--- src/verilog/fpmc_pkg.sv ---
`default_nettype none
package fpmc_pkg;
    localparam int CLK_HZ = 100_000_000;
    // Blink half periods for 1 Hz and 2 Hz, fifty percent duty
    localparam int BLINK1_HALF_MS = 500;
    localparam int BLINK2_HALF_MS = 250;
    localparam int BLINK1_HALF_CYC = CLK_HZ / 1000 * BLINK1_HALF_MS;
    localparam int BLINK2_HALF_CYC = CLK_HZ / 1000 * BLINK2_HALF_MS;
    localparam int SELECT_TIMEOUT_MS = 3000;
    localparam int SELECT_TIMEOUT_CYC = CLK_HZ / 1000 * SELECT_TIMEOUT_MS;
    localparam int DEBOUNCE_MS = 10;
    localparam int DEBOUNCE_CYC = CLK_HZ / 1000 * DEBOUNCE_MS;
    // Sensor constants in thousandths, signed
    localparam logic signed [15:0] CONST_MAX = 16'sh270f;
    localparam logic signed [15:0] CONST_MIN = -16'sh270f;
    localparam logic signed [15:0] CONST_RESET = 16'sh0000;
    localparam logic [2:0] GAIN_IDX_MAX = 3'h5;
    localparam logic [2:0] GAIN_IDX_RESET = 3'h0;
    localparam logic [8:0] GAIN_1 = 9'h001;
    localparam logic [8:0] GAIN_3 = 9'h003;
    localparam logic [8:0] GAIN_10 = 9'h00a;
    localparam logic [8:0] GAIN_30 = 9'h01e;
    localparam logic [8:0] GAIN_100 = 9'h064;
    localparam logic [8:0] GAIN_300 = 9'h12c;
    localparam int BAR_W = 10;

    typedef enum logic [2:0] {
        FPMC_PAR_ILIM = 3'h0,
        FPMC_PAR_TLIM = 3'h1,
        FPMC_PAR_C1 = 3'h2,
        FPMC_PAR_C2 = 3'h3,
        FPMC_PAR_C3 = 3'h4,
        FPMC_PAR_GAIN = 3'h5
    } fpmc_param_e;

    typedef enum logic [1:0] {
        FPMC_MODE_CURRENT = 2'h0,
        FPMC_MODE_POWER = 2'h1,
        FPMC_MODE_FAST = 2'h2
    } fpmc_mode_e;

    typedef enum logic [1:0] {
        FPMC_TGT_CURRENT = 2'h0,
        FPMC_TGT_PD_POWER = 2'h1,
        FPMC_TGT_PD_CURRENT = 2'h2
    } fpmc_target_e;
endpackage : fpmc_pkg
`default_nettype wire
--- src/verilog/fpmc_blink.sv ---
`default_nettype none
module fpmc_blink #(
    parameter int HALF1_CYC = 50_000_000,
    parameter int HALF2_CYC = 25_000_000
) (
    // Clock and reset
    input wire logic ref_clk,
    input wire logic rstn,
    // Square waves, fifty percent duty
    output logic blink_1hz,
    output logic blink_2hz
);
    logic [$clog2(HALF1_CYC)-1:0] cnt1;
    logic [$clog2(HALF2_CYC)-1:0] cnt2;

    always_ff @(posedge ref_clk) begin
        if (!rstn) begin
            cnt1 <= '0;
            blink_1hz <= 1'b0;
        end else if (cnt1 == ($clog2(HALF1_CYC))'(HALF1_CYC - 1)) begin
            cnt1 <= '0;
            blink_1hz <= !blink_1hz;
        end else begin
            cnt1 <= cnt1 + 1'b1;
        end
    end

    always_ff @(posedge ref_clk) begin
        if (!rstn) begin
            cnt2 <= '0;
            blink_2hz <= 1'b0;
        end else if (cnt2 == ($clog2(HALF2_CYC))'(HALF2_CYC - 1)) begin
            cnt2 <= '0;
            blink_2hz <= !blink_2hz;
        end else begin
            cnt2 <= cnt2 + 1'b1;
        end
    end
endmodule : fpmc_blink
`default_nettype wire

--- src/verilog/fpmc_debounce.sv ---
`default_nettype none
module fpmc_debounce #(
    parameter int STABLE_CYC = 1_000_000
) (
    // Clock and reset
    input wire logic ref_clk,
    input wire logic rstn,
    // Raw switch and result
    input wire logic raw,
    output logic level,
    output logic press,
    output logic release_pulse
);
    logic [2:0] sync;
    logic [$clog2(STABLE_CYC+1)-1:0] cnt;

    always_ff @(posedge ref_clk) begin
        if (!rstn) begin
            sync <= 3'h0;
        end else begin
            sync <= {sync[1:0], raw};
        end
    end

    // Change counts only when second and third stages agree and hold
    always_ff @(posedge ref_clk) begin
        if (!rstn) begin
            cnt <= '0;
            level <= 1'b0;
            press <= 1'b0;
            release_pulse <= 1'b0;
        end else begin
            press <= 1'b0;
            release_pulse <= 1'b0;
            if (sync[1] != sync[2] || sync[2] == level) begin
                cnt <= '0;
            end else if (cnt == ($clog2(STABLE_CYC+1))'(STABLE_CYC - 1)) begin
                cnt <= '0;
                level <= sync[2];
                press <= sync[2];
                release_pulse <= !sync[2];
            end else begin
                cnt <= cnt + 1'b1;
            end
        end
    end
endmodule : fpmc_debounce
`default_nettype wire

--- src/verilog/fpmc_front_panel.sv ---
`default_nettype none
// How it works
// RULE1 - temperature at upper limit turns cooler off unless remote shutdown is disabled
// RULE2 - temperature limit lamp blinks at one hertz while limit is active
// RULE3 - open sensor turns cooler off and blinks sensor-open lamp at one hertz
// RULE4 - cooler current limit blinks the current-limit lamp at one hertz
// RULE5 - compliance voltage limit blinks the same lamp at two hertz
// RULE6 - open module blinks its lamp at one hertz, not with booster source
// RULE7 - hold set switch and turn knob; commit value on set release
// RULE8 - the three sensor constants stay within -9.999 to +9.999
// RULE9 - constants selected lights constants lamp and one bar segment
// RULE10 - linear sensor type uses only first two constants
// RULE11 - gain takes only 1, 3, 10, 30, 100, 300, stepped in order
// RULE12 - cooler on: bar graph shows current as percent of limit, both polarities
// RULE13 - exactly one laser mode is active at all times
// RULE14 - mode switch cycles current, power, fast current, lighting one lamp
// RULE15 - power mode with nonzero responsivity regulates to photodiode power
// RULE16 - power mode with zero responsivity regulates to photodiode current
// RULE17 - both current modes regulate to the shared current set point
// RULE18 - laser adjust selection must be active; mode changes otherwise ignored
// RULE19 - laser off asserts internal short and lights shorted lamp
// RULE20 - laser on switch toggles output; on lamp follows output
// RULE21 - laser stays off after power-up until first on press
// RULE22 - parameter select cycles current limit, temp limit, C one-three, gain
// RULE23 - selection ends three seconds after select release with no action
// RULE24 - blink enables come from a clock divider at fifty percent duty
// RULE25 - every switch except laser_adjust_sel is debounced and each press acts once
module fpmc_front_panel
    import fpmc_pkg::*;
#(
    parameter int DEBOUNCE_CYCLES = DEBOUNCE_CYC,
    parameter int SELECT_TIMEOUT_CYCLES = SELECT_TIMEOUT_CYC,
    parameter int BLINK1_CYCLES = BLINK1_HALF_CYC,
    parameter int BLINK2_CYCLES = BLINK2_HALF_CYC
) (
    // Clock and reset
    input wire logic ref_clk,
    input wire logic rstn,
    // Front panel switches and knob
    input wire logic param_select_sw,
    input wire logic param_set_sw,
    input wire logic laser_mode_sw,
    input wire logic laser_on_sw,
    input wire logic laser_adjust_sel,
    input wire logic knob_up,
    input wire logic knob_down,
    // Cooler status from analog side
    input wire logic temp_at_limit,
    input wire logic sensor_open,
    input wire logic cooler_ilimit,
    input wire logic cooler_vlimit,
    input wire logic cooler_module_open,
    input wire logic booster_in_use,
    input wire logic remote_limit_shutdown_enable,
    input wire logic linear_sensor,
    input wire logic cooler_on_req,
    input wire logic signed [15:0] cooler_current_pct,
    input wire logic [15:0] photodiode_responsivity,
    // Cooler outputs and lamps
    output logic cooler_enable,
    output logic temp_limit_lamp,
    output logic sensor_open_lamp,
    output logic cooler_ilimit_lamp,
    output logic cooler_module_open_lamp,
    output logic [BAR_W-1:0] bar_pos,
    output logic [BAR_W-1:0] bar_neg,
    // Parameter selection and stored values
    output logic select_active,
    output fpmc_pkg::fpmc_param_e param_sel,
    output logic [5:0] param_lamp,
    output logic const_lamp,
    output logic nv_commit,
    output logic signed [15:0] sensor_const_one,
    output logic signed [15:0] sensor_const_two,
    output logic signed [15:0] sensor_const_three,
    output logic [8:0] loop_gain,
    output logic [2:0] knob_ilimit_step,
    output logic [2:0] knob_tlimit_step,
    // Laser mode and output
    output fpmc_pkg::fpmc_mode_e laser_mode,
    output logic current_mode_lamp,
    output logic power_mode_lamp,
    output logic fast_current_mode_lamp,
    output fpmc_pkg::fpmc_target_e laser_target,
    output logic laser_on,
    output logic laser_on_lamp,
    output logic output_short,
    output logic output_short_lamp
);
    import fpmc_pkg::*;

    localparam int NSW = 6;
    localparam int TW = $clog2(SELECT_TIMEOUT_CYCLES + 1);

    logic [NSW-1:0] sw_raw;
    logic [NSW-1:0] sw_lvl;
    logic [NSW-1:0] sw_press;
    logic [NSW-1:0] sw_rel;
    logic blink_1hz;
    logic blink_2hz;
    logic [TW-1:0] sel_timer;
    logic [2:0] gain_idx;
    logic signed [15:0] next_const;
    logic signed [15:0] cur_const;
    logic knob_step;

    assign sw_raw = {knob_down, knob_up, laser_on_sw, laser_mode_sw, param_set_sw, param_select_sw};

    genvar gi;
    generate
        for (gi = 0; gi < NSW; gi++) begin : g_deb
            fpmc_debounce #(.STABLE_CYC(DEBOUNCE_CYCLES)) u_deb ( // see RULE25
                .ref_clk(ref_clk),
                .rstn(rstn),
                .raw(sw_raw[gi]),
                .level(sw_lvl[gi]),
                .press(sw_press[gi]),
                .release_pulse(sw_rel[gi])
            );
        end
    endgenerate

    fpmc_blink #(.HALF1_CYC(BLINK1_CYCLES), .HALF2_CYC(BLINK2_CYCLES)) u_blink ( // see RULE24
        .ref_clk(ref_clk),
        .rstn(rstn),
        .blink_1hz(blink_1hz),
        .blink_2hz(blink_2hz)
    );

    // Knob only acts while set switch is held in selection
    assign knob_step = select_active && sw_lvl[1] && (sw_press[4] || sw_press[5]);

    // Cooler enable and fault shutdown
    always_ff @(posedge ref_clk) begin
        if (!rstn) begin
            cooler_enable <= 1'b0;
        end else begin
            cooler_enable <= cooler_on_req && !sensor_open // see RULE3
                && !(temp_at_limit && remote_limit_shutdown_enable); // see RULE1
        end
    end

    // Fault lamps
    always_ff @(posedge ref_clk) begin
        if (!rstn) begin
            temp_limit_lamp <= 1'b0;
            sensor_open_lamp <= 1'b0;
            cooler_ilimit_lamp <= 1'b0;
            cooler_module_open_lamp <= 1'b0;
        end else begin
            temp_limit_lamp <= temp_at_limit && blink_1hz; // see RULE2
            sensor_open_lamp <= sensor_open && blink_1hz; // see RULE3
            if (cooler_vlimit) begin
                cooler_ilimit_lamp <= blink_2hz; // see RULE5
            end else begin
                cooler_ilimit_lamp <= cooler_ilimit && blink_1hz; // see RULE4
            end
            cooler_module_open_lamp <= cooler_module_open && !booster_in_use && blink_1hz; // see RULE6
        end
    end

    // Parameter selection and timeout
    always_ff @(posedge ref_clk) begin
        if (!rstn) begin
            select_active <= 1'b0;
            param_sel <= FPMC_PAR_ILIM;
            sel_timer <= '0;
        end else if (sw_press[0] && !laser_adjust_sel) begin
            sel_timer <= '0;
            if (!select_active) begin
                select_active <= 1'b1;
                param_sel <= FPMC_PAR_ILIM;
            end else begin
                case (param_sel) // see RULE22
                    FPMC_PAR_ILIM: param_sel <= FPMC_PAR_TLIM;
                    FPMC_PAR_TLIM: param_sel <= FPMC_PAR_C1;
                    FPMC_PAR_C1: param_sel <= FPMC_PAR_C2;
                    FPMC_PAR_C2: param_sel <= FPMC_PAR_C3;
                    FPMC_PAR_C3: param_sel <= FPMC_PAR_GAIN;
                    default: param_sel <= FPMC_PAR_ILIM;
                endcase
            end
        end else if (select_active) begin
            if (sw_lvl[0] || sw_lvl[1] || sw_rel[1]) begin
                sel_timer <= '0;
            end else if (sel_timer == TW'(SELECT_TIMEOUT_CYCLES - 1)) begin
                select_active <= 1'b0; // see RULE23
                sel_timer <= '0;
            end else begin
                sel_timer <= sel_timer + 1'b1;
            end
        end
    end

    always_comb begin
        param_lamp = '0;
        if (select_active) begin
            param_lamp[param_sel] = 1'b1;
        end
    end
    assign const_lamp = select_active
        && (param_sel == FPMC_PAR_C1 || param_sel == FPMC_PAR_C2 || param_sel == FPMC_PAR_C3); // see RULE9

    // Commit on release of the set switch
    always_ff @(posedge ref_clk) begin
        if (!rstn) begin
            nv_commit <= 1'b0;
        end else begin
            nv_commit <= select_active && sw_rel[1]; // see RULE7
        end
    end

    // Constant edit with clamp
    always_comb begin
        case (param_sel)
            FPMC_PAR_C1: cur_const = sensor_const_one;
            FPMC_PAR_C2: cur_const = sensor_const_two;
            default: cur_const = sensor_const_three;
        endcase
        next_const = cur_const;
        if (sw_press[4] && cur_const < CONST_MAX) begin
            next_const = cur_const + 16'sh0001; // see RULE8
        end else if (sw_press[5] && cur_const > CONST_MIN) begin
            next_const = cur_const - 16'sh0001; // see RULE8
        end
    end

    always_ff @(posedge ref_clk) begin
        if (!rstn) begin
            sensor_const_one <= CONST_RESET;
            sensor_const_two <= CONST_RESET;
            sensor_const_three <= CONST_RESET;
        end else if (knob_step) begin // see RULE7
            if (param_sel == FPMC_PAR_C1) begin
                sensor_const_one <= next_const;
            end
            if (param_sel == FPMC_PAR_C2) begin
                sensor_const_two <= next_const;
            end
            if (param_sel == FPMC_PAR_C3 && !linear_sensor) begin
                sensor_const_three <= next_const; // see RULE10
            end
        end
    end

    // Gain steps through its discrete ladder
    always_ff @(posedge ref_clk) begin
        if (!rstn) begin
            gain_idx <= GAIN_IDX_RESET;
        end else if (knob_step && param_sel == FPMC_PAR_GAIN) begin
            if (sw_press[4] && gain_idx < GAIN_IDX_MAX) begin
                gain_idx <= gain_idx + 3'h1; // see RULE11
            end else if (sw_press[5] && gain_idx != GAIN_IDX_RESET) begin
                gain_idx <= gain_idx - 3'h1;
            end
        end
    end

    always_comb begin
        case (gain_idx) // see RULE11
            3'h0: loop_gain = GAIN_1;
            3'h1: loop_gain = GAIN_3;
            3'h2: loop_gain = GAIN_10;
            3'h3: loop_gain = GAIN_30;
            3'h4: loop_gain = GAIN_100;
            default: loop_gain = GAIN_300;
        endcase
    end

    // Limit value knob steps go to the analog side
    always_ff @(posedge ref_clk) begin
        if (!rstn) begin
            knob_ilimit_step <= 3'h0;
            knob_tlimit_step <= 3'h0;
        end else begin
            knob_ilimit_step <= {knob_step && param_sel == FPMC_PAR_ILIM, sw_press[4], sw_press[5]};
            knob_tlimit_step <= {knob_step && param_sel == FPMC_PAR_TLIM, sw_press[4], sw_press[5]};
        end
    end

    // Bar graph: constant index, or current percentage
    always_ff @(posedge ref_clk) begin
        if (!rstn) begin
            bar_pos <= '0;
            bar_neg <= '0;
        end else if (const_lamp) begin
            bar_neg <= '0;
            bar_pos <= BAR_W'(1) << (param_sel - FPMC_PAR_C1); // see RULE9
        end else if (cooler_enable) begin
            for (int i = 0; i < BAR_W; i++) begin // see RULE12
                bar_pos[i] <= cooler_current_pct > 16'(i * 100 / BAR_W);
                bar_neg[i] <= -cooler_current_pct > 16'(i * 100 / BAR_W);
            end
        end else begin
            bar_pos <= '0;
            bar_neg <= '0;
        end
    end

    // Laser mode select, only with laser adjust active
    always_ff @(posedge ref_clk) begin
        if (!rstn) begin
            laser_mode <= FPMC_MODE_CURRENT;
        end else if (sw_press[2] && laser_adjust_sel) begin // see RULE18
            case (laser_mode) // see RULE14
                FPMC_MODE_CURRENT: laser_mode <= FPMC_MODE_POWER;
                FPMC_MODE_POWER: laser_mode <= FPMC_MODE_FAST;
                default: laser_mode <= FPMC_MODE_CURRENT; // see RULE13
            endcase
        end
    end

    assign current_mode_lamp = laser_mode == FPMC_MODE_CURRENT; // see RULE13
    assign power_mode_lamp = laser_mode == FPMC_MODE_POWER;
    assign fast_current_mode_lamp = laser_mode == FPMC_MODE_FAST;

    always_comb begin
        case (laser_mode)
            FPMC_MODE_POWER: laser_target = (photodiode_responsivity != 16'h0000)
                ? FPMC_TGT_PD_POWER : FPMC_TGT_PD_CURRENT; // see RULE15 see RULE16
            default: laser_target = FPMC_TGT_CURRENT; // see RULE17
        endcase
    end

    // Laser output toggle, off from reset
    always_ff @(posedge ref_clk) begin
        if (!rstn) begin
            laser_on <= 1'b0; // see RULE21
        end else if (sw_press[3]) begin
            laser_on <= !laser_on; // see RULE20
        end
    end

    assign laser_on_lamp = laser_on; // see RULE20
    assign output_short = !laser_on; // see RULE19
    assign output_short_lamp = !laser_on;
endmodule : fpmc_front_panel
`default_nettype wire

--- config.mk ---
export PLATFORM = sky130hd
export DESIGN_NAME = fpmc_front_panel
export DESIGN_NICKNAME = d
export VERILOG_FILES = /design/src/verilog/fpmc_pkg.sv /design/src/verilog/fpmc_blink.sv /design/src/verilog/fpmc_debounce.sv /design/src/verilog/fpmc_front_panel.sv
export SDC_FILE = /design/constraint.sdc
export NUM_CORES = 1
export LEC_CHECK = 0
export BUFFER_PORTS_ARGS = -buffer_cell sky130_fd_sc_hd__buf_2
export CORE_UTILIZATION = 45
export CTS_CLUSTER_DIAMETER = 120
export DETAILED_ROUTE_END_ITERATION = 6
export PLACE_DENSITY = 0.74
export SLEW_MARGIN = 20
export SYNTH_ARGS = -nofsm -noshare
export SYNTH_HDL_FRONTEND = slang
export SYNTH_SLANG_ARGS = --single-unit
--- constraint.sdc ---
create_clock -name ref_clk -period 10.2 [get_ports ref_clk]
set_clock_uncertainty 0.05 [all_clocks]
set_input_delay 2.04 -clock ref_clk [delete_from_list [all_inputs] [get_ports ref_clk]]
set_output_delay 2.04 -clock ref_clk [all_outputs]
set_load 0.01 [all_outputs]
==> results of run 1 <==
[through the flow]
step	hold slack (ns)	cell area (um^2)	setup WS, ns	std cells
after floorplan	0.362	15100	5.50	1805
after detailed placement	0.372	16100	5.18	2333
after CTS	0.368	17400	5.18	2400
final	0.367	17400	5.21	2402
after global placement	0.367	16100	5.17	2333
after global routing	0.403	17400	5.13	2402
[cells in the mapped netlist, types with 5 or more instances]
cell / n / area, um^2
nor4b_1: 12 / 105
a22oi_1: 5 / 37.5
and4_1: 14 / 123
buf_4: 7 / 52.6
nand4b_1: 5 / 43.8
xnor2_1: 76 / 666
buf_6: 6 / 67.6
nor2b_1: 9 / 56.3
a32o_1: 6 / 60.1
a21oi_1: 94 / 470
clkbuf_1: 59 / 221
xor2_1: 110 / 963
dfxtp_1: 320 / 6410
nor4_1: 25 / 156
ha_1: 24 / 300
nand2_1: 147 / 552
and2_1: 33 / 206
inv_1: 41 / 154
mux2i_1: 7 / 70.1
a211oi_1: 6 / 45.0
buf_2: 5 / 25.0
nor3_1: 30 / 150
nand4_1: 43 / 269
o31ai_1: 7 / 52.6
nand2b_1: 8 / 50.1
a221oi_1: 5 / 43.8
o21ai_0: 80 / 400
a21o_1: 6 / 45.0
nand3_1: 117 / 586
a31oi_1: 8 / 50.1
nor2_1: 307 / 1150
and3_1: 58 / 363
or3_1: 20 / 125
nand3b_1: 7 / 52.6
[sequential cells by signal (all words and copies together), names as in the netlist, 3 cells and up]
| name | count |
|---|---|
| bar_neg | 10 |
| bar_pos | 10 |
| g_deb.u_deb.cnt | 120 |
| g_deb.u_deb.level | 6 |
| g_deb.u_deb.press | 5 |
| g_deb.u_deb.sync | 18 |
| gain_idx | 3 |
| knob_ilimit_step | 3 |
| param_sel | 3 |
| sel_timer | 29 |
| sensor_const_one | 16 |
| sensor_const_three | 16 |
| sensor_const_two | 16 |
| u_blink.cnt1 | 26 |
| u_blink.cnt2 | 25 |
[worst max-delay path, cell delays in order]
cell     delay [ns]
buf_2          0.10
nor4_1         0.29
nand4_1        0.16
and2_1         0.18
buf_2          0.13
[final cells by class]
type,count,area [um^2],share of cell area [%]
multi-input combinational,1365,8200,47.1
sequential,320,6410,36.8
clock buffer,57,1100,6.33
timing repair buffer,165,841,4.83
tap,442,553,3.18
inverter,42,158,0.905
clock inverter,10,155,0.891
antenna,1,2.50,0.0144
[kinds of logic after synthesis]
kind of cell,synth area share [%]
adders and majority gates,1.99
DFF,42.4
and+or+nand+nor,28.4
buffers and inverters,3.50
AOI/OAI and AO/OA,12.2
xor gates and xnor gates,10.8
other,0.0248
muxes,0.712
[worst paths after layout]
kind                            slack (ns)                      to
worst max register to register        5.68     sensor_const_two[2]
worst min-delay path                  0.37  g_deb[2].u_deb.sync[1]
worst max-delay path                  5.21         laser_target[0]
worst min register to register        0.37  g_deb[2].u_deb.sync[1]
[power by group through the flow]
stage / combinational (mW) / sequential [mW] / clock, mW
after floorplan: 0.0367 / 1.29 / 0
after global placement: 0.0570 / 1.29 / 0
after detailed placement: 0.0580 / 1.29 / 0
after CTS: 0.0583 / 1.26 / 1.38
after global routing: 0.0650 / 1.26 / 1.42
final: 0.0587 / 1.26 / 1.35
[per-layer routing]
layer	track usage, %	share of wire [%]	wire [um]
met5	0	0	0
met4	6.21	2.3	856
met3	6.17	8.4	3080
met2	35.5	46	16900
met1	26.2	43	15900
==> reports/summary.txt, run 1 <==
# clock sinks -> 320
outcome -> complete, no violations
CP Launch Point -> photodiode_responsivity[1]
CP Class -> in -> out
final hold violation count -> 0
Min-Delay Path Depth -> 1
die height -> 185 um
sequential fraction of the synthesis area -> 42.4%
die area -> 34300 um^2
CP Launch Type -> primary input
filler cell count in the final layout -> 3061
post-cts hold buffer count -> 0
FF-to-FF Start -> param_sel[1]
Netlist cell types -> 91
drt first pass iters -> 5
Max Cap Violations -> 0
CTS resizes -> 0
Port Buffers -> 159
Warnings, synthesis -> 0
CP arrival -> 2.90 ns
clock group share of total power -> 50.5%
Seq pwr share -> 47.3%
Remaining DRCs -> 0
gp weighted congestion -> 0.928
GR Util All Layers -> 21.2%
Hold WC Path Type -> reg -> reg
fraction of layout cells with a size suffix above 1 -> 13.4%
Post-synth EDFFs -> 0
vias per cell -> 5.48
die width -> 185 um
initial antenna violation count -> 2
row count -> 66
fin nets -> 2005
required time of the worst setup path -> 8.11 ns
Max FO, Critical Path -> 2
vias post-DR -> 13.2k
WL final -> 36.7 mm
commonest non-fill, non-tap cell in the layout -> dfxtp_1
HPWL after DPL -> 26.1 mm
Setup Fix Bufs, Post-CTS -> 0
CTS H-Tree Depth -> 2
grt total ovfl -> 0
Logic pwr share -> 2.2%
number of global-route vias before repair -> 12.2k
Max VDD drop -> 0.0000964 V
maximum clock rate -> 200 MHz
remaining antenna violation count after routing -> 0
Cells after Synth -> 1805
Hold Path Origin -> g_deb[2].u_deb.sync[0]
Worst Reg-to-Reg Cells -> 12
Switching Power -> 565 uW
async set-or-reset flop fraction in the synthesized netlist -> 0%
Slew headroom -> 34.3%
first-pass GRT wire length -> 59.8 mm
Skew-Pair Late Insertion Delay -> 0.53 ns
PwrDens -> 153 nW/um^2
LEAKAGE -> 6.59 nW
Worst Tran Pin Value -> 0.986 ns
clock-pin slew on the worst setup and hold paths -> 0.06 ns
RSZ-0062 raised after global routing -> false
Setup Viol. Count Final -> 0
Root Buffer -> clkbuf_16
clk buf depth -> 3
drt wl/cell -> 15.3 um
Area growth syn-to-layout -> 15.3%
switching portion of total power -> 21.2%
synthesized cell area -> 15100 um^2
most frequent cells in the layout -> dfxtp_1, nor2_1, buf_2
I/O pin total -> 161
clock buffer count from CTS -> 37
internal power -> 2.10 mW
max-slew violations -> 0
minimum clock period -> 4.99 ns
Avg Inst Size Synth -> 8.37 um^2
Starting Density -> 46.1%
Final Power -> 2.67 mW
largest net degree at the start of global routing -> 79
endpoint type of the worst setup path -> output port
Final period util -> 48.9%
Net Count, Synth -> 1879
CORE AREA -> 32800 um^2
initial drt markers -> 844
Synth Flop Type -> dfxtp_1
CTS tree -> done
fin util -> 53.1%
flops & latches, synth -> 320
final setup TNS -> 0 ns
Note: power is estimated with default switching activity, not from simulation.
==> run 2: changes to the inputs <==
==> constraint.sdc (replaced) <==
create_clock -name ref_clk -period 4.8 [get_ports ref_clk]
set_clock_uncertainty 0.05 [all_clocks]
set_input_delay 0.96 -clock ref_clk [delete_from_list [all_inputs] [get_ports ref_clk]]
set_output_delay 0.96 -clock ref_clk [all_outputs]
set_load 0.01 [all_outputs]
==> run 2 against run 1 <==
Effect of this change: setup slack worse by 4.9 ns; sequential cell count unchanged; critical path depth up 8; clock power up 100%; core utilization down 0.15 points; cell count down 0.17%; sequential share of layout area up 0.10 points; global-route usage up 0.33 points; worst hold slack better by 0.016 ns.
==> reports/summary.txt, run 2 (synthesis results as in run 1) <==
cell-by-cell trace of the critical path -> inv_1 > ha_1 > nor2b_4 > nor2_8 > a221oi_2 > ha_1 > and3_1 > nor4_1 > o211ai_1 > buf_4 > mux2_1 > o21ai_1 > a21oi_1
Largest Register -> g_deb.u_deb.cnt
drt first pass iters -> 5 (unchanged)
CP max stage cell -> o211ai_1
most frequent cells in the layout -> dfxtp_1, nor2_1, buf_2
LEAKAGE -> 6.58 nW (-0.16%)
worst slack at placement -> 0.272 ns (-4.91 ns)
Max VDD drop -> 0.000225 V (+130%)
biggest registers after layout -> g_deb.u_deb.cnt x120, sel_timer x29, u_blink.cnt1 x26
Setup Fix Bufs, Post-CTS -> 0 (unchanged)
GR Util All Layers -> 21.5% (+0.33 points)
remaining antenna violation count after routing -> 0 (unchanged)
initial drt markers -> 653 (-23%)
fraction of layout cells with a size suffix above 1 -> 13.4% (+0.027 points)
Starting Density -> 46.1% (unchanged)
Root Buffer -> clkbuf_16
minimum clock period -> 4.46 ns
largest net degree at the start of global routing -> 67 (-15%)
final hold violation count -> 0 (unchanged)
CP Launch Type -> flop
clock buffer count from CTS -> 36 (-2.7%)
required time of the worst setup path -> 5.12 ns (-2.99 ns)
fin nets -> 2010 (+0.25%)
CP arrival -> 4.78 ns (+1.88 ns)
die width -> 185 um (unchanged)
Max Cap Violations -> 0 (unchanged)
Setup Viol. Count Final -> 0 (unchanged)
Hold WC Path Type -> reg -> reg
Remaining DRCs -> 0 (unchanged)
Max FO, Critical Path -> 17 (+15)
outcome -> complete, no violations
clock-pin slew on the worst setup and hold paths -> 0.06 ns (about the same)
Port Buffers -> 159 (unchanged)
Worst Setup Slack, final -> 0.341 ns (-4.87 ns)
drt wl/cell -> 15.5 um (+1.6%)
Worst Reg-to-Reg Cells -> 13 (+1)
# clock sinks -> 320 (unchanged)
number of global-route vias before repair -> 12.5k (+2.7%)
Largest register FFs -> 120 (unchanged)
CP max stage delay -> 0.56 ns (+0.27 ns)
max-slew violations -> 0 (unchanged)
die area -> 34300 um^2 (unchanged)
PwrDens -> 319 nW/um^2 (+110%)
Skew-Pair Late Insertion Delay -> 0.52 ns (about the same)
Slew headroom -> 33.8% (-0.48 points)
die height -> 185 um (unchanged)
final setup TNS -> 0 ns (unchanged)
I/O pin total -> 161 (unchanged)
first-pass GRT wire length -> 60.7 mm (+1.4%)
CP Class -> reg -> reg
Area growth syn-to-layout -> 15.0%
post-cts hold buffer count -> 0 (unchanged)
row count -> 66 (unchanged)
grt total ovfl -> 0 (unchanged)
Final period util -> 92.9%
maximum clock rate -> 224 MHz
initial antenna violation count -> 2 (unchanged)
endpoint type of the worst setup path -> flop
HPWL after DPL -> 26.8 mm (+2.8%)
gp weighted congestion -> 0.906 (-2.4%)
WL final -> 37.2 mm (+1.4%)
Min-Delay Path Depth -> 1 (unchanged)
vias post-DR -> 13.1k (-0.68%)
commonest non-fill, non-tap cell in the layout -> dfxtp_1
clk buf depth -> 3 (unchanged)
vias per cell -> 5.45 (-0.52%)
CTS H-Tree Depth -> 2 (unchanged)
CORE AREA -> 32800 um^2 (unchanged)
Most common cell on crit path -> ha_1
RSZ-0062 raised after global routing -> false
Worst Tran Pin Value -> 0.988 ns (+0.00193 ns)
CTS tree -> done
CTS resizes -> 0 (unchanged)
[run 2: cell types whose count changed in the layout (fill, tap and decap cells not counted), moves of 2 or more]
cell / delta
buf_4: +6
clkbuf_1: -6
clkbuf_16: -2
clkinv_2: -2
inv_6: +2
[run 2: final timing paths]
kind | from | slack, ns | end
worst max-delay path | param_sel[2] | 0.34 | sensor_const_one[2]
worst min-delay path | g_deb[0].u_deb.sync[0] | 0.38 | g_deb[0].u_deb.sync[1]
worst max register to register | param_sel[2] | 0.34 | sensor_const_one[2]
worst min register to register | g_deb[0].u_deb.sync[0] | 0.38 | g_deb[0].u_deb.sync[1]
[run 2: metrics by stage]
| step | cells | utilization, % | cell area (um^2) | hold WS, ns | total power [mW] |
|---|---|---|---|---|---|
| floorplan | 1805 | - | 15100 | 0.362 | 2.81 |
| global placement | 2339 | 49.4 | 16200 | 0.371 | 2.86 |
| detailed placement | 2339 | 49.4 | 16200 | 0.371 | 2.86 |
| CTS | 2396 | 52.9 | 17400 | 0.384 | 5.62 |
| global route | 2398 | 53.0 | 17400 | 0.414 | 5.74 |
| finish | 2398 | 53.0 | 17400 | 0.383 | 5.55 |
[run 2: worst max-delay path, delay by kind of cell, from the launching register on]
family                   cells  cell delay, ns
AO/OA/AOI/OAI                4            1.41
adder cells (fa/ha/maj)      2            0.63
buffers and inverters        2            0.46
flip-flops                   1            0.39
multiplexers                 1            0.32
AND/OR/NAND/NOR              4            1.02
[run 2: area by class of cell]
cell class                 instances  area (um^2)
clock buffer                      48         1020
antenna                            1         2.50
tap                              442          553
inverter                          42          158
fill                            3038        15400
sequential                       320         6410
clock inverter                     9          154
multi-input combinational       1365         8190
timing repair buffer             171          886
[run 2: power breakdown]
group	internal (mW)	switching, mW	total (mW)
Sequential	2.67	0.00916	2.68
Combinational	0.0436	0.0810	0.125
Clock	1.65	1.09	2.74
Total	4.36	1.19	5.55
[run 2: routing by layer]
metal  global-route usage [%]  up-vias  wire (um)
li1                         -     6542          -
met5                        0        -          7
met1                     26.4     6135      16300
met3                     6.10       63       3000
met4                     6.84        2        969
met2                     36.1      328      16900
==> run 3: changes to the inputs <==
--- a/config.mk
+++ b/config.mk
@@ -6,10 +6,12 @@
 export NUM_CORES = 1
 export LEC_CHECK = 0
 export BUFFER_PORTS_ARGS = -buffer_cell sky130_fd_sc_hd__buf_2
-export CORE_UTILIZATION = 45
+export CORE_UTILIZATION = 59
 export CTS_CLUSTER_DIAMETER = 120
 export DETAILED_ROUTE_END_ITERATION = 6
-export PLACE_DENSITY = 0.74
+export GPL_ROUTABILITY_DRIVEN = 0
+export PLACE_DENSITY = 0.9
+export SETUP_SLACK_MARGIN = 0.15
 export SLEW_MARGIN = 20
 export SYNTH_ARGS = -nofsm -noshare
 export SYNTH_HDL_FRONTEND = slang
==> run 3 against run 2 <==
Effect of this change: fmax increased by 6.3%; the run now ends with design-rule violations left; first-iteration DRC count up 96%; sequential power about the same.
==> reports/summary.txt, run 3 (synthesis results as in run 1) <==
outcome -> finished with violations
failing checks -> design-rule violations
CP max stage delay -> 0.53 ns (-0.03 ns)
CORE AREA -> 25200 um^2 (-23%)
Starting Density -> 60.0% (+14 points)
CP Buf/Inv Count -> 2 (unchanged)
CP Class -> reg -> reg
Max Cap Violations -> 0 (unchanged)
initial drt markers -> 1281 (+96%)
CTS tree -> done
grt total ovfl -> 0 (unchanged)
remaining antenna violation count after routing -> 0 (unchanged)
HPWL after DPL -> 26.0 mm (-2.9%)
LEAKAGE -> 6.51 nW (-0.98%)
required time of the worst setup path -> 5.16 ns (+0.04 ns)
Worst Tran Pin Value -> 0.990 ns (+0.00231 ns)
biggest registers after layout -> g_deb.u_deb.cnt x120, sel_timer x29, u_blink.cnt1 x26
final setup TNS -> 0 ns (unchanged)
Setup Viol. Count Final -> 0 (unchanged)
largest net degree at the start of global routing -> 59 (-12%)
most frequent cells in the layout -> dfxtp_1, nor2_1, buf_2
drt wl/cell -> 16.1 um (+3.9%)
I/O pin total -> 161 (unchanged)
endpoint type of the worst setup path -> flop
CP Launch Point -> param_sel[2]
die height -> 162 um (-13%)
vias post-DR -> 13.5k (+3.5%)
clock-pin slew on the worst setup and hold paths -> 0.07 ns (about the same)
cell-by-cell trace of the critical path -> inv_1 > ha_1 > nor2b_4 > nor2_8 > a21oi_1 > nand4_1 > nor4_1 > o211ai_1 > buf_4 > or4_1 > o2111ai_1 > a21oi_1
Final Power -> 5.22 mW (-5.9%)
reg-to-reg slack, setup -> 0.61 ns (+0.27 ns)
fraction of layout cells with a size suffix above 1 -> 13.5% (+0.089 points)
Largest Register -> g_deb.u_deb.cnt
Critical Path Stages -> 12 (-1)
commonest non-fill, non-tap cell in the layout -> dfxtp_1
die width -> 162 um (-13%)
maximum clock rate -> 238 MHz (+6.3%)
die area -> 26200 um^2 (-23%)
max-slew violations -> 0 (unchanged)
Skew-Pair Late Insertion Delay -> 0.57 ns (+0.05 ns)
Worst Reg-to-Reg Cells -> 12 (-1)
CP Launch Type -> flop
CP max stage cell -> nor2b_4
CP top delay family -> simple AND/OR/NAND/NOR gates
Hold WC Path Type -> reg -> reg
row count -> 58 (-12%)
number of global-route vias before repair -> 12.7k (+1.4%)
Area growth syn-to-layout -> 13.2%
PwrDens -> 305 nW/um^2 (-4.4%)
worst r2r dst -> sensor_const_one[3]
CTS H-Tree Depth -> 1 (-1)
initial antenna violation count -> 0 (-2)
Slew headroom -> 34.0% (+0.20 points)
n_diodes -> 0 (-1)
crit path capture -> sensor_const_one[3]
Max VDD drop -> 0.000265 V (+18%)
vias per cell -> 5.91 (+8.5%)
Root Buffer -> clkbuf_16
drt first pass iters -> 7 (+2)
first-pass GRT wire length -> 60.2 mm (-0.82%)
final hold violation count -> 0 (unchanged)
clock buffer count from CTS -> 30 (-17%)
RSZ-0062 raised after global routing -> false
Largest register FFs -> 120 (unchanged)
Remaining DRCs -> 2 (+2)
Port Buffers -> 159 (unchanged)
CP arrival -> 4.55 ns (-0.23 ns)
fin nets -> 2008 (-0.10%)
Max FO, Critical Path -> 17 (unchanged)
FF-to-FF Start -> param_sel[2]
Most common cell on crit path -> a21oi_1
minimum clock period -> 4.19 ns (-0.265 ns)
post-cts hold buffer count -> 0 (unchanged)
WL final -> 36.9 mm (-0.92%)
# clock sinks -> 320 (unchanged)
clk buf depth -> 3 (unchanged)
GR Util All Layers -> 27.5% (+5.9 points)
Final period util -> 87.4% (-5.5 points)
## run 3: cell types whose count changed in the layout (fill, tap and decap cells not counted), sizes merged
cell / delta
clkinvlp: +2
diode: -1
buf: +4
clkbuf: -9
inv: -3
clkinv: +8
## run 3: layout make-up
cell class                      count  area [um^2]
Sequential cell                   320         6410
Timing Repair Buffer              175          916
Clock buffer                       39          836
Inverter                           42          158
Tap cell                          330          413
Clock inverter                     16          168
Multi-Input combinational cell   1365         8200
Fill cell                        1908         8090
## run 3: repair_timing
action                                  CTS  global route
resized for setup                         0             0
endpoints found under the setup margin    0            21
buffers inserted                          0             3
## run 3: how the worst min path moves through the flow
stage / start / to / cells after the start
detailed placement: g_deb[4].u_deb.sync[0] / g_deb[4].u_deb.sync[1] / 1
floorplan: g_deb[0].u_deb.sync[0] / g_deb[0].u_deb.sync[1] / 1
global placement: g_deb[5].u_deb.sync[0] / g_deb[5].u_deb.sync[1] / 1
global route: g_deb[5].u_deb.sync[0] / g_deb[5].u_deb.sync[1] / 1
CTS: g_deb[4].u_deb.sync[0] / g_deb[4].u_deb.sync[1] / 1
finish: g_deb[4].u_deb.sync[0] / g_deb[4].u_deb.sync[1] / 1
## run 3: routing by layer
metal  wire length, um  GRT usage [%]  vias to the layer above
met5                 0              0                        -
met4              1280           10.3                        0
met3              3110           5.01                      118
met2             17600           48.0                      552
met1             14900           33.5                     6315
li1                  -              -                     6540
## run 3: through the flow
stage	hold WS, ns	cells	cell area (um^2)	utilization, %	setup WS, ns
3_5_place_dp	0.373	2229	16100	63.8	0.360
2_1_floorplan	0.362	1805	15100	-	1.26
3_3_place_gp	0.364	2229	16100	63.8	0.546
5_1_grt	0.407	2287	17100	67.9	0.241
4_1_cts	0.389	2284	17100	67.7	0.250
6_report	0.388	2287	17100	67.9	0.606
## run 3: power by group
part	switching [mW]	internal, mW	total, mW
registers	0.00924	2.67	2.68
logic	0.0832	0.0444	0.128
clock network	1.03	1.39	2.42
